$ cat config.mk
export PLATFORM = sky130hd
export DESIGN_NAME = tpa_timer
export DESIGN_NICKNAME = d
export VERILOG_FILES = /design/src/core/tpa_pkg.sv /design/src/core/tpa_timer.sv
export VERILOG_INCLUDE_DIRS = /design/src /design/src/core
export SDC_FILE = /design/constraint.sdc
export NUM_CORES = 1
export LEC_CHECK = 0
export ABC_CLOCK_PERIOD_IN_PS = 8189
export BUFFER_PORTS_ARGS = -buffer_cell sky130_fd_sc_hd__buf_2
export CORE_ASPECT_RATIO = 0.7
export CORE_MARGIN = 2
export CORE_UTILIZATION = 69
export CTS_BUF_LIST = sky130_fd_sc_hd__clkbuf_8
export DETAILED_ROUTE_END_ITERATION = 8
export PLACE_DENSITY = 0.9
export SLEW_MARGIN = 20
export SYNTH_ARGS = -nofsm -noshare
export SYNTH_HDL_FRONTEND = slang
export SYNTH_SLANG_ARGS = --single-unit
$ cat constraint.sdc
create_clock -name clk -period 8.19 [get_ports clk]
set_clock_uncertainty 0.2 [all_clocks]
set_input_delay 0.4095 -clock clk [delete_from_list [all_inputs] [get_ports clk]]
set_output_delay 0.4095 -clock clk [all_outputs]
set_load 0.01 [all_outputs]
$ cat src/core/tpa_regs.svh
// Register offsets, field positions, reset values and timing counts of the phase correct timer.
`ifndef TPA_REGS_SVH
`define TPA_REGS_SVH
`define TPA_ADDR_CTRL_A      4'h0
`define TPA_ADDR_CTRL_B      4'h1
`define TPA_ADDR_COUNT       4'h2
`define TPA_ADDR_CMP_A       4'h3
`define TPA_ADDR_CMP_B       4'h4
`define TPA_ADDR_STATUS      4'h5
`define TPA_ADDR_FLAGS       4'h6
`define TPA_ADDR_IRQ_EN      4'h7
`define TPA_RST_BYTE         8'h00
`define TPA_TOP_FIXED        8'hFF
`define TPA_BOTTOM           8'h00
`define TPA_ONE              8'h01
`define TPA_MODE_PC_FIXED    3'h1
`define TPA_MODE_PC_VAR      3'h5
`define TPA_COM_NONINV       2'h2
`define TPA_COM_INV          2'h3
`define TPA_BIT_ASYNC        3
`define TPA_BIT_OVF          0
`define TPA_BIT_CMPA         1
`define TPA_BIT_CMPB         2
`define TPA_BIT_CNT_UB       4
`define TPA_BIT_CMPA_UB      3
`define TPA_BIT_CMPB_UB      2
`define TPA_BIT_CTLA_UB      1
`define TPA_BIT_CTLB_UB      0
`define TPA_PRE_1            3'h1
`define TPA_PRE_8            3'h2
`define TPA_PRE_32           3'h3
`define TPA_PRE_64           3'h4
`define TPA_PRE_128          3'h5
`define TPA_PRE_256          3'h6
`define TPA_PRE_1024         3'h7
`define TPA_DIV_1            10'h000
`define TPA_DIV_8            10'h007
`define TPA_DIV_32           10'h01F
`define TPA_DIV_64           10'h03F
`define TPA_DIV_128          10'h07F
`define TPA_DIV_256          10'h0FF
`define TPA_DIV_1024         10'h3FF
`define TPA_PRE_ZERO         10'h000
`define TPA_ASYNC_EDGES      2
`define TPA_FLAG_SYNC_CYCLES 3
`endif

$ cat src/core/tpa_pkg.sv
// Types shared by the phase correct timer.
package tpa_pkg;
   // One transfer held between the processor and timer domains.
   typedef struct packed {
      logic [7:0] data;
      logic       busy;
   } tpa_hold_type;
   // Count direction of the dual-slope counter.
   typedef enum logic [0:0] {
      TPA_UP   = 1'b0,
      TPA_DOWN = 1'b1
   } tpa_dir_type;
endpackage : tpa_pkg

$ cat src/core/tpa_timer.sv
// Phase correct PWM timer with synchronous or asynchronous tick and holding stages on the control, count and compare registers.
`timescale 1ns/1ps
`include "tpa_regs.svh"
module tpa_timer #(
   parameter int CLK_HZ = 40000000
) (
   // Clock and reset.
   input  wire logic       clk,
   input  wire logic       arst_n,
   // Register port.
   input  wire logic [3:0] reg_addr,
   input  wire logic [7:0] reg_wdata,
   input  wire logic       reg_wr,
   input  wire logic       reg_rd,
   output logic      [7:0] reg_rdata,
   // Oscillator pin and sleep status.
   input  wire logic       async_clock_pin,
   input  wire logic       sleep_active,
   output logic            wake_request,
   // Waveform outputs and interrupt flags.
   output logic            compare_output_pin_a,
   output logic            compare_output_pin_b,
   output logic            overflow_flag,
   output logic            compare_match_flag_a
);
   initial
   begin
      if (CLK_HZ < 1) $error("CLK_HZ must be positive");
   end

   // Pin synchroniser: three stages, change counted when stages two and three agree.
   logic [2:0] pin_sync_reg;
   logic       pin_level_reg;
   logic       pin_prev_reg;
   always_ff @(posedge clk or negedge arst_n)
   begin
      if (!arst_n)
      begin
         pin_sync_reg  <= 3'h0;
         pin_level_reg <= 1'b0;
         pin_prev_reg  <= 1'b0;
      end
      else
      begin
         pin_sync_reg <= {pin_sync_reg[1:0], async_clock_pin};
         if (pin_sync_reg[1] == pin_sync_reg[2])
         begin
            pin_level_reg <= pin_sync_reg[2];
         end
         pin_prev_reg <= pin_level_reg;
      end
   end
   // One-cycle pulse per rising edge of the oscillator pin.
   logic async_edge;
   assign async_edge = pin_level_reg & ~pin_prev_reg;

   // Live control values (timer side).
   logic [7:0] ctrl_a_reg;   // Compare modes [7:4], wave mode low bits [1:0].
   logic [7:0] ctrl_b_reg;   // Wave mode high bit [3], prescale [2:0].
   logic [7:0] count_reg;
   logic [7:0] cmp_a_reg;
   logic [7:0] cmp_b_reg;
   logic       async_sel_reg;  // Async_clock_select.
   logic [2:0] irq_en_reg;     // Overflow_irq_enable and compare_irq_enable bits.

   // Holding stages, one per control, count and compare register, each with its own edge count.
   tpa_pkg::tpa_hold_type hold_reg [5];
   logic [1:0]            edge_cnt_reg [5];
   logic [4:0]            load_now;
   logic [4:0]            wr_hit;
   assign wr_hit[0] = reg_wr && reg_addr == `TPA_ADDR_CTRL_A;
   assign wr_hit[1] = reg_wr && reg_addr == `TPA_ADDR_CTRL_B;
   assign wr_hit[2] = reg_wr && reg_addr == `TPA_ADDR_COUNT;
   assign wr_hit[3] = reg_wr && reg_addr == `TPA_ADDR_CMP_A;
   assign wr_hit[4] = reg_wr && reg_addr == `TPA_ADDR_CMP_B;

   // In async mode a write waits two oscillator edges before reaching its destination.
   genvar gi;
   generate
      for (gi = 0; gi < 5; gi++)
      begin : g_hold
         always_ff @(posedge clk or negedge arst_n)
         begin
            if (!arst_n)
            begin
               hold_reg[gi]     <= '{data: `TPA_RST_BYTE, busy: 1'b0};
               edge_cnt_reg[gi] <= 2'h0;
            end
            else if (wr_hit[gi] && async_sel_reg)
            begin
               hold_reg[gi]     <= '{data: reg_wdata, busy: 1'b1};
               edge_cnt_reg[gi] <= 2'h0;
            end
            else if (hold_reg[gi].busy && async_edge)
            begin
               if (edge_cnt_reg[gi] == 2'(`TPA_ASYNC_EDGES - 1))
               begin
                  hold_reg[gi].busy <= 1'b0;
               end
               edge_cnt_reg[gi] <= edge_cnt_reg[gi] + 2'h1;
            end
         end
         // Latch strobe: sync writes land at once, async ones on the second edge.
         assign load_now[gi] = (wr_hit[gi] && !async_sel_reg) ||
                               (hold_reg[gi].busy && async_edge &&
                                edge_cnt_reg[gi] == 2'(`TPA_ASYNC_EDGES - 1));
      end
   endgenerate

   // Values that land in the destination this cycle.
   logic [7:0] land [5];
   always_comb
   begin
      for (int i = 0; i < 5; i++)
      begin
         land[i] = async_sel_reg ? hold_reg[i].data : reg_wdata;
      end
   end

   // Mode decode.
   logic [2:0] wave_mode_sel;
   logic [1:0] compare_output_mode_a;
   logic [1:0] compare_output_mode_b;
   logic       pc_mode;
   logic [7:0] top_value;
   assign wave_mode_sel         = {ctrl_b_reg[3], ctrl_a_reg[1:0]};
   assign compare_output_mode_a = ctrl_a_reg[7:6];
   assign compare_output_mode_b = ctrl_a_reg[5:4];
   assign pc_mode   = wave_mode_sel == `TPA_MODE_PC_FIXED || wave_mode_sel == `TPA_MODE_PC_VAR;
   assign top_value = wave_mode_sel == `TPA_MODE_PC_VAR ? cmp_a_reg : `TPA_TOP_FIXED;

   // Prescaler: terminal count chosen by prescale select; zero stops the timer.
   logic [9:0] pre_cnt_reg;
   logic [9:0] pre_limit;
   logic       src_tick;
   logic       timer_tick;
   assign src_tick = async_sel_reg ? async_edge : 1'b1;
   always_comb
   begin
      case (ctrl_b_reg[2:0])
         `TPA_PRE_1:    pre_limit = `TPA_DIV_1;
         `TPA_PRE_8:    pre_limit = `TPA_DIV_8;
         `TPA_PRE_32:   pre_limit = `TPA_DIV_32;
         `TPA_PRE_64:   pre_limit = `TPA_DIV_64;
         `TPA_PRE_128:  pre_limit = `TPA_DIV_128;
         `TPA_PRE_256:  pre_limit = `TPA_DIV_256;
         `TPA_PRE_1024: pre_limit = `TPA_DIV_1024;
         default:       pre_limit = `TPA_PRE_ZERO;
      endcase
   end
   assign timer_tick = src_tick && ctrl_b_reg[2:0] != 3'h0 && pre_cnt_reg == pre_limit;
   // Prescale counter.
   always_ff @(posedge clk or negedge arst_n)
   begin
      if (!arst_n)
      begin
         pre_cnt_reg <= `TPA_PRE_ZERO;
      end
      else if (src_tick && ctrl_b_reg[2:0] != 3'h0)
      begin
         pre_cnt_reg <= pre_cnt_reg == pre_limit ? `TPA_PRE_ZERO : pre_cnt_reg + 10'h001;
      end
   end

   // Dual-slope counter: at the fixed top, 255 up plus 255 down ticks gives 510 per period.
   tpa_pkg::tpa_dir_type dir_reg;
   logic                 match_block;
   assign match_block = hold_reg[2].busy | hold_reg[3].busy | hold_reg[4].busy;
   always_ff @(posedge clk or negedge arst_n)
   begin
      if (!arst_n)
      begin
         count_reg <= `TPA_RST_BYTE;
         dir_reg   <= tpa_pkg::TPA_UP;
      end
      else if (load_now[2])
      begin
         count_reg <= land[2];
      end
      else if (timer_tick)
      begin
         if (!pc_mode)
         begin
            count_reg <= count_reg + `TPA_ONE;
         end
         else if (dir_reg == tpa_pkg::TPA_UP)
         begin
            // Top is shown for one tick, then the direction turns.
            if (count_reg >= top_value)
            begin
               dir_reg   <= tpa_pkg::TPA_DOWN;
               count_reg <= count_reg - `TPA_ONE;
            end
            else
            begin
               count_reg <= count_reg + `TPA_ONE;
            end
         end
         else if (count_reg == `TPA_BOTTOM)
         begin
            dir_reg   <= tpa_pkg::TPA_UP;
            count_reg <= count_reg + `TPA_ONE;
         end
         else
         begin
            count_reg <= count_reg - `TPA_ONE;
         end
      end
   end

   // Compare and control destinations.
   always_ff @(posedge clk or negedge arst_n)
   begin
      if (!arst_n)
      begin
         ctrl_a_reg <= `TPA_RST_BYTE;
         ctrl_b_reg <= `TPA_RST_BYTE;
         cmp_a_reg  <= `TPA_RST_BYTE;
         cmp_b_reg  <= `TPA_RST_BYTE;
      end
      else
      begin
         if (load_now[0]) ctrl_a_reg <= land[0];
         if (load_now[1]) ctrl_b_reg <= land[1];
         if (load_now[3]) cmp_a_reg  <= land[3];
         if (load_now[4]) cmp_b_reg  <= land[4];
      end
   end

   // Waveform per channel: matches act on the tick; at bottom the output is forced to the
   // down-match result so that a missed or skipped match still keeps the period symmetric.
   logic [7:0] cmp_vec [2];
   logic [1:0] com_vec [2];
   logic [1:0] wave_reg;
   logic [1:0] match_hit;
   assign cmp_vec[0] = cmp_a_reg;
   assign cmp_vec[1] = cmp_b_reg;
   assign com_vec[0] = compare_output_mode_a;
   assign com_vec[1] = compare_output_mode_b;
   generate
      for (gi = 0; gi < 2; gi++)
      begin : g_wave
         logic inv;
         assign inv = com_vec[gi] == `TPA_COM_INV;
         assign match_hit[gi] = timer_tick && !match_block && count_reg == cmp_vec[gi];
         always_ff @(posedge clk or negedge arst_n)
         begin
            if (!arst_n)
            begin
               wave_reg[gi] <= 1'b0;
            end
            else if (timer_tick && pc_mode && com_vec[gi][1])
            begin
               if (count_reg == `TPA_BOTTOM && dir_reg == tpa_pkg::TPA_DOWN)
               begin
                  // Zero compare never rises; otherwise up-counting side is high.
                  wave_reg[gi] <= (cmp_vec[gi] != `TPA_BOTTOM) ^ inv;
               end
               else if (match_hit[gi] && cmp_vec[gi] != `TPA_TOP_FIXED)
               begin
                  wave_reg[gi] <= (dir_reg == tpa_pkg::TPA_DOWN) ^ inv;
               end
               else if (match_hit[gi] && cmp_vec[gi] == `TPA_BOTTOM)
               begin
                  wave_reg[gi] <= inv;
               end
            end
         end
      end
   endgenerate
   assign compare_output_pin_a = wave_reg[0];
   assign compare_output_pin_b = wave_reg[1];

   // Raw events in the timer domain; flags reach software after four clock cycles.
   logic [2:0] event_now;
   logic [2:0] ev_dly_reg [`TPA_FLAG_SYNC_CYCLES];
   logic [2:0] flag_reg;
   logic [2:0] flag_clr;
   assign event_now = {match_hit[1], match_hit[0],
                       timer_tick && pc_mode && count_reg == `TPA_BOTTOM};
   assign flag_clr  = (reg_wr && reg_addr == `TPA_ADDR_FLAGS) ? reg_wdata[2:0] : 3'h0;
   always_ff @(posedge clk or negedge arst_n)
   begin
      if (!arst_n)
      begin
         for (int i = 0; i < `TPA_FLAG_SYNC_CYCLES; i++) ev_dly_reg[i] <= 3'h0;
         flag_reg <= 3'h0;
      end
      else
      begin
         ev_dly_reg[0] <= event_now;
         for (int i = 1; i < `TPA_FLAG_SYNC_CYCLES; i++) ev_dly_reg[i] <= ev_dly_reg[i-1];
         // A new event wins over a write-one-to-clear in the same cycle.
         flag_reg <= (flag_reg & ~flag_clr) | ev_dly_reg[`TPA_FLAG_SYNC_CYCLES-1];
      end
   end
   assign overflow_flag        = flag_reg[`TPA_BIT_OVF];
   assign compare_match_flag_a = flag_reg[`TPA_BIT_CMPA];

   // Wake request: pending flag seen during sleep raises wake on the next timer tick.
   logic wake_reg;
   always_ff @(posedge clk or negedge arst_n)
   begin
      if (!arst_n)
      begin
         wake_reg <= 1'b0;
      end
      else if (!sleep_active)
      begin
         wake_reg <= 1'b0;
      end
      else if (timer_tick && |(flag_reg & irq_en_reg))
      begin
         wake_reg <= 1'b1;
      end
   end
   assign wake_request = wake_reg;

   // Counter shadow: refreshed on every oscillator edge in async mode, every cycle otherwise;
   // held while asleep so reads after wake show the old value until the next edge.
   logic [7:0] shadow_reg;
   always_ff @(posedge clk or negedge arst_n)
   begin
      if (!arst_n)
      begin
         shadow_reg <= `TPA_RST_BYTE;
      end
      else if (!sleep_active && (!async_sel_reg || async_edge))
      begin
         shadow_reg <= count_reg;
      end
   end

   // Clock select and enables are processor-side bits.
   always_ff @(posedge clk or negedge arst_n)
   begin
      if (!arst_n)
      begin
         async_sel_reg <= 1'b0;
         irq_en_reg    <= 3'h0;
      end
      else
      begin
         if (reg_wr && reg_addr == `TPA_ADDR_STATUS) async_sel_reg <= reg_wdata[`TPA_BIT_ASYNC];
         if (reg_wr && reg_addr == `TPA_ADDR_IRQ_EN) irq_en_reg    <= reg_wdata[2:0];
      end
   end

   // Read port: data appear the cycle after the strobe; unmapped addresses read zero.
   always_ff @(posedge clk or negedge arst_n)
   begin
      if (!arst_n)
      begin
         reg_rdata <= `TPA_RST_BYTE;
      end
      else if (reg_rd)
      begin
         if (reg_addr == `TPA_ADDR_CTRL_A)      reg_rdata <= ctrl_a_reg;
         else if (reg_addr == `TPA_ADDR_CTRL_B) reg_rdata <= ctrl_b_reg;
         else if (reg_addr == `TPA_ADDR_COUNT)  reg_rdata <= shadow_reg;
         else if (reg_addr == `TPA_ADDR_CMP_A)  reg_rdata <= cmp_a_reg;
         else if (reg_addr == `TPA_ADDR_CMP_B)  reg_rdata <= cmp_b_reg;
         else if (reg_addr == `TPA_ADDR_STATUS)
            reg_rdata <= {4'h0, async_sel_reg, 3'h0} |
                         {3'h0, hold_reg[2].busy, hold_reg[3].busy, hold_reg[4].busy,
                          hold_reg[0].busy, hold_reg[1].busy};
         else if (reg_addr == `TPA_ADDR_FLAGS)  reg_rdata <= {5'h00, flag_reg};
         else if (reg_addr == `TPA_ADDR_IRQ_EN) reg_rdata <= {5'h00, irq_en_reg};
         else                                   reg_rdata <= `TPA_RST_BYTE;
      end
   end
endmodule : tpa_timer

==> After elaboration in Yosys (flattened, before gate mapping) <==
Cells that the tools add are included.
Widths: inputs -> output; s select.
{ "op_classes": {"addsub": 8, "multipliers": 0, "div_mod_pow": 0, "order_cmp": 1, "eq_ne": 29, "shifts": 0, "mux": 60, "bitwise_logic": 14, "reduce_logical": 83} }
{ "op_table": {"columns": ["cell", "count"], "rows": [
  ["$mux 8", 17],
  ["$pmux 10 s6", 1],
  ["$logic_and 1x1->1", 44],
  ["$mux 1", 27],
  ["$logic_not 8->1", 3],
  ["$reduce_bool 2->1", 11],
  ["$mux 2", 10],
  ["$eq 4x3->1 const B", 4],
  ["$eq 8x8->1", 2],
  ["$ne 8x8->1 const B", 2],
  ["$reduce_bool 8->1", 2],
  ["$eq 3x3->1 const B", 5],
  ["$reduce_and 2->1", 7],
  ["$add 10x1->10 const B", 1],
  ["$add 2x1->2 const B", 5],
  ["$eq 10x10->1", 1],
  ["$eq 2x1->1 const B", 5],
  ["$mux 10", 1],
  ["$mux 3", 3],
  ["$reduce_bool 3->1", 3],
  ["$add 8x1->8 const B", 1],
  ["$eq 4x2->1 const B", 2],
  ["$ge 8x8->1", 1],
  ["$sub 8x1->8 const B", 1],
  ["other kinds (20)", 36]
]} }
{ "word_totals": {"register_bits": 146, "latch_bits": 0, "ram_bits": 0, "rom_bits": 0, "in_bits": 18, "out_inout_bits": 13, "memories": 0} }

==> Logic depth before layout (Yosys ltp) <==
{ "logic_depth": {"word_depth": 11, "depth_mapped": 12, "ltp_nobuf": 11} }

==> Worst setup path before layout <==
Ideal clock, no wire load.
{ "synth_path": {"path_type": "reg2reg", "from": "register ctrl_a_reg[1]", "to": "register count_reg[7]", "setup_ps": 82, "t_arrival_ps": 3050, "slack_ps": 4858, "stages_incl_launch_ff": 13, "period_less_slack_ps": 3332, "path_cell_list": "dfrtp_1 nor2b_1 clkbuf_1 nand2_1 or2_2 ha_1 nand2b_1 a2111oi_0 o32a_1 a21oi_1 mux2_2 or3_1 a31oi_1"} }
{ "synth_via": {"elab_chain_len": 8, "word_cells_on_any_way": 10} }
{ "synth_rtl": {"columns": ["element", "line", "rtl"], "rows": [
  ["start, declared", "tpa_timer.sv:58", "logic [7:0] ctrl_a_reg;"],
  ["start signal, assigned", "tpa_timer.sv:216", "ctrl_a_reg <= `TPA_RST_BYTE;"],
  ["start signal, assigned", "tpa_timer.sv:223", "if (load_now[0]) ctrl_a_reg <= land[0];"],
  ["$eq 3x3->1 (no line)", null, null],
  ["$mux 8 (no line)", null, null],
  ["$ge 8x8->1", "tpa_timer.sv:189", "if (count_reg >= top_value)"],
  ["$mux 8", "tpa_timer.sv:189", null],
  ["$mux 8", "tpa_timer.sv:186", "else if (dir_reg == tpa_pkg::TPA_UP)"],
  ["$mux 8 (*)", "tpa_timer.sv:182", "if (!pc_mode)"],
  ["$mux 8 (*)", "tpa_timer.sv:180", "else if (timer_tick)"],
  ["$mux 8 (*)", "tpa_timer.sv:176", "else if (load_now[2])"],
  ["end signal, assigned", "tpa_timer.sv:178", "count_reg <= land[2];"],
  ["end signal, assigned", "tpa_timer.sv:184", "count_reg <= count_reg + `TPA_ONE;"],
  ["end signal, assigned", "tpa_timer.sv:192", "count_reg <= count_reg - `TPA_ONE;"],
  ["end, declared", "tpa_timer.sv:60", "logic [7:0] count_reg;"]
]} }
Mark *: on every way between the ends. The rest lies on a longest branch, timed or not. The select of a mux whose other input is x is not followed.
A chain may end at the register's enable or synchronous reset.

==> Worst setup path after layout <==
Ends and elaborated chain as after synthesis.

==> run summary <==
The cell area after placement was 7690 um2. The number of cells in the finished layout apart from fillers is 939, and the worst-case hold slack is 0.0262 ns. Setup repair after global routing left no endpoint under its margin.

Summing the sequential cell areas from Yosys gives 48.9% of the chip area. The critical path is of the reg2reg type. Global routing used 36.8% of the available tracks across all layers. Count of unresolved DRC violations after routing: 0. The slew at the pin with the worst max-slew slack is 1.17 ns.

The number of clock buffers added by TritonCTS is 17. The endpoint of the worst-slack reg-to-reg timing path was count_reg[7]. Synthesis inferred 146 register bits. The die is 91.1 um tall. The first detailed-routing pass took 8 iterations.

The synthesis warning total came out at 0. The class of the tightest hold or removal check was in2reg. Once layout is done, the placed cells without fillers occupy 8150 um2.

TritonCTS built the clock tree. The register with the most flip-flops in the layout has 45 of them. For the number of max-slew violations in the final report, the log shows 0. The worst setup path is launched from a flip-flop. The logs give 8.37 ns for the critical path required time and 773 for the count of mapped cells out of synthesis. The number of failing hold endpoints at the final stage is 0, and the die footprint is 11,700 um2. In this run the power density over the cells is 327 nW/um2.

After layout, the worst path uses 49.6% of the clock period. Data arrives at the worst endpoint at 4.24 ns. For the via count of the first global-routing pass, the log shows 6,237.

After legalization and detailed placement, the total HPWL measured 14.0 mm. The clock drives 146 sinks. The total number of H-tree levels was 4; the netlist area before placement was 7480 um2.

In the layout the commonest cells are 146 x sky130_fd_sc_hd__dfrtp_1, 96 x sky130_fd_sc_hd__nand2_1, 93 x sky130_fd_sc_hd__nor2_1, 92 x sky130_fd_sc_hd__a21oi_1, 41 x sky130_fd_sc_hd__mux2_2. The average instance in the mapped netlist occupies 9.67 um2. Dividing the detail-routed wire length by the instance count gives 21.3 um.

The flow ran to the end, and the final reports show no timing, DRC or antenna violations. The logs give 20.0 mm for the final wirelength and 0 for the max-cap check violation count. Clock latency of the later-clocked register in the worst-skew pair: 0.46 ns. Headroom to the max-slew limit came out at 22.0%. The initialized floorplan defines 31 standard-cell rows. Via count: 6,264. Utilization of the core after routing: 78.1%.

The first global-routing pass estimated 32.7 mm of wire. Adding up every negative setup slack in the final design gives 0 ns. The dominant register cell in the synthesized netlist is sky130_fd_sc_hd__dfrtp_1. The initial utilization of the core area, before any placement, comes to 71.7%. The initial DRC count was 852; the routability congestion estimate from global placement was 0.951. The start point of the worst min-delay path was reg_wdata[7].

The worst setup path is captured at a flip-flop. Setup slack on the worst reg-to-reg path comes out at 4.13 ns. The worst register-to-register path begins at ctrl_a_reg[1]. VDD sags by at most 0.193 mV. The run gives 94 as the maximum number of pins on one net before global-route repair. Leaving out fill and tap cells, the most frequent cell in the layout is sky130_fd_sc_hd__dfrtp_1.

The clock passes through at most 2 buffers. Pin placement for this block handled 31 I/O pins. For the leakage power, the log shows 3.67 nW. The number of nets at the end of the flow came out at 829. Clock-pin slew was measured on the worst setup and hold paths at 0.09 ns.

The via-per-instance ratio was 6.67; the relative area change from synthesis to final layout was 8.98%. The count of antenna-violating nets left after detailed routing is 0, and the share of final-layout standard cells stronger than drive strength 1 is 16.0%. For the finished layout, the period the worst path requires is 4.06 ns. The net count after synthesis was 808; the post-placement cell count was 904.

Worst hold endpoint: hold_reg[35]. Along the worst hold path, the cell count comes to 3. The overall die width works out to 128 um. Along the worst path, the maximum fanout reaches 9.

The total of buffers placed on input and output ports came out at 30. The synthesized netlist contains 58 unique library cells. The number of resized instances in the post-cts repair step was 0; the fmax was 246 MHz.

The initial antenna violation count is 0. The worst-case reg-to-reg path depth was 11; the total overflow reported by the global router was 0. In this run the worst setup path begins at ctrl_a_reg[1]. The repair_antennas step left the layout with diodes totalling 0. The tree is rooted in a sky130_fd_sc_hd__clkbuf_8. The share of synthesized flip-flops with an asynchronous set or reset is 100%, and the number of enable flip-flop cells after synthesis is 0. The total area inside the core boundary comes to 10,400 um2. The tools report the total of endpoints with negative setup slack in the final report as 0.
-- repair_timing --
action,4_1_cts,5_1_grt
setup buffers,0,0
hold buffers,3,0
setup endpoints to repair,0,0
endpoints found under the hold margin,94,0
-- per-layer routing --
layer | vias up | wire [um] | track usage [%]
met3 | 51 | 2340 | 10.8
met5 | - | 0 | 0
met4 | 0 | 465 | 12.4
li1 | 2775 | - | -
met2 | 381 | 8940 | 54.3
met1 | 3057 | 8240 | 52.7
-- kinds of logic after synthesis --
| kind of cell | count (synthesis) | synth area share (%) |
|---|---|---|
| and+or+nand+nor | 287 | 17.3 |
| AOI/OAI and AO/OA | 181 | 14.6 |
| DFF | 146 | 48.9 |
| muxes | 55 | 9.22 |
| buffers and inverters | 50 | 2.83 |
| xor gates and xnor gates | 36 | 4.22 |
| adders and majority gates | 18 | 2.98 |
-- critical path, stage by stage, from the launching register on --
cell and delay (ns):
sky130_fd_sc_hd__dfrtp_1 0.42, sky130_fd_sc_hd__nor2b_1 0.56, sky130_fd_sc_hd__nand2_1 0.33, sky130_fd_sc_hd__or2_2 0.35
sky130_fd_sc_hd__ha_1 0.27, sky130_fd_sc_hd__nand2b_1 0.09, sky130_fd_sc_hd__a2111oi_0 0.09, sky130_fd_sc_hd__o32a_1 0.39
sky130_fd_sc_hd__a21oi_1 0.40, sky130_fd_sc_hd__mux2_2 0.40, sky130_fd_sc_hd__or3_1 0.31, sky130_fd_sc_hd__a31oi_1 0.17
-- stage by stage --
step	total power [mW]	setup WS, ns
after floorplan	1.79	4.86
after global placement	1.98	4.34
after detailed placement	2.05	4.17
after CTS	2.65	4.17
after global routing	2.84	3.87
final	2.67	4.13
-- area by class of cell --
| class | count | area (um2) |
|---|---|---|
| clock buffers | 17 | 234 |
| fillers | 651 | 2280 |
| flip-flops and latches | 146 | 3650 |
| inverters | 10 | 37.5 |
| clock inverters | 15 | 186 |
| multi-input cells | 577 | 3620 |
| repair buffers | 42 | 254 |
| well taps | 132 | 165 |
-- worst max-delay path by stage --
stage	slack, ns	cells past startpoint	end
3_3_place_gp	4.34	11	count_reg[7]
5_1_grt	3.87	11	count_reg[7]
6_report	4.13	11	count_reg[7]
3_5_place_dp	4.17	11	count_reg[7]
4_1_cts	4.17	11	count_reg[7]
2_1_floorplan	4.86	12	count_reg[7]
-- Yosys cell counts, types with 6 or more instances --
cell,instances,share of area (%)
sky130_fd_sc_hd__nor4_1,8,0.67
sky130_fd_sc_hd__ha_1,17,2.8
sky130_fd_sc_hd__xnor2_1,7,0.82
sky130_fd_sc_hd__inv_1,10,0.50
sky130_fd_sc_hd__mux2_2,41,6.2
sky130_fd_sc_hd__buf_2,6,0.40
sky130_fd_sc_hd__nand2b_1,11,0.92
sky130_fd_sc_hd__nand4_1,7,0.59
sky130_fd_sc_hd__clkbuf_1,28,1.4
sky130_fd_sc_hd__a21oi_1,92,6.2
sky130_fd_sc_hd__a21o_1,9,0.90
sky130_fd_sc_hd__nand3_1,18,1.2
sky130_fd_sc_hd__dfrtp_1,146,49
sky130_fd_sc_hd__xor2_1,29,3.4
sky130_fd_sc_hd__nor2_1,94,4.7
sky130_fd_sc_hd__nand2_1,96,4.8
sky130_fd_sc_hd__o21ai_0,30,2.0
sky130_fd_sc_hd__mux4_2,7,2.1
sky130_fd_sc_hd__nor2b_1,15,1.3
sky130_fd_sc_hd__nor3_1,16,1.1
sky130_fd_sc_hd__a31oi_1,7,0.59
sky130_fd_sc_hd__mux2i_1,7,0.94
-- report_power, final --
part,internal (mW),switching [mW],total [mW],leakage (nW)
sequential,0.938,0.327,1.26,1.83
clock,0.285,0.316,0.600,0.213
combinational,0.365,0.439,0.804,1.63
total,1.59,1.08,2.67,3.67
(Power assumes the default switching activity.)
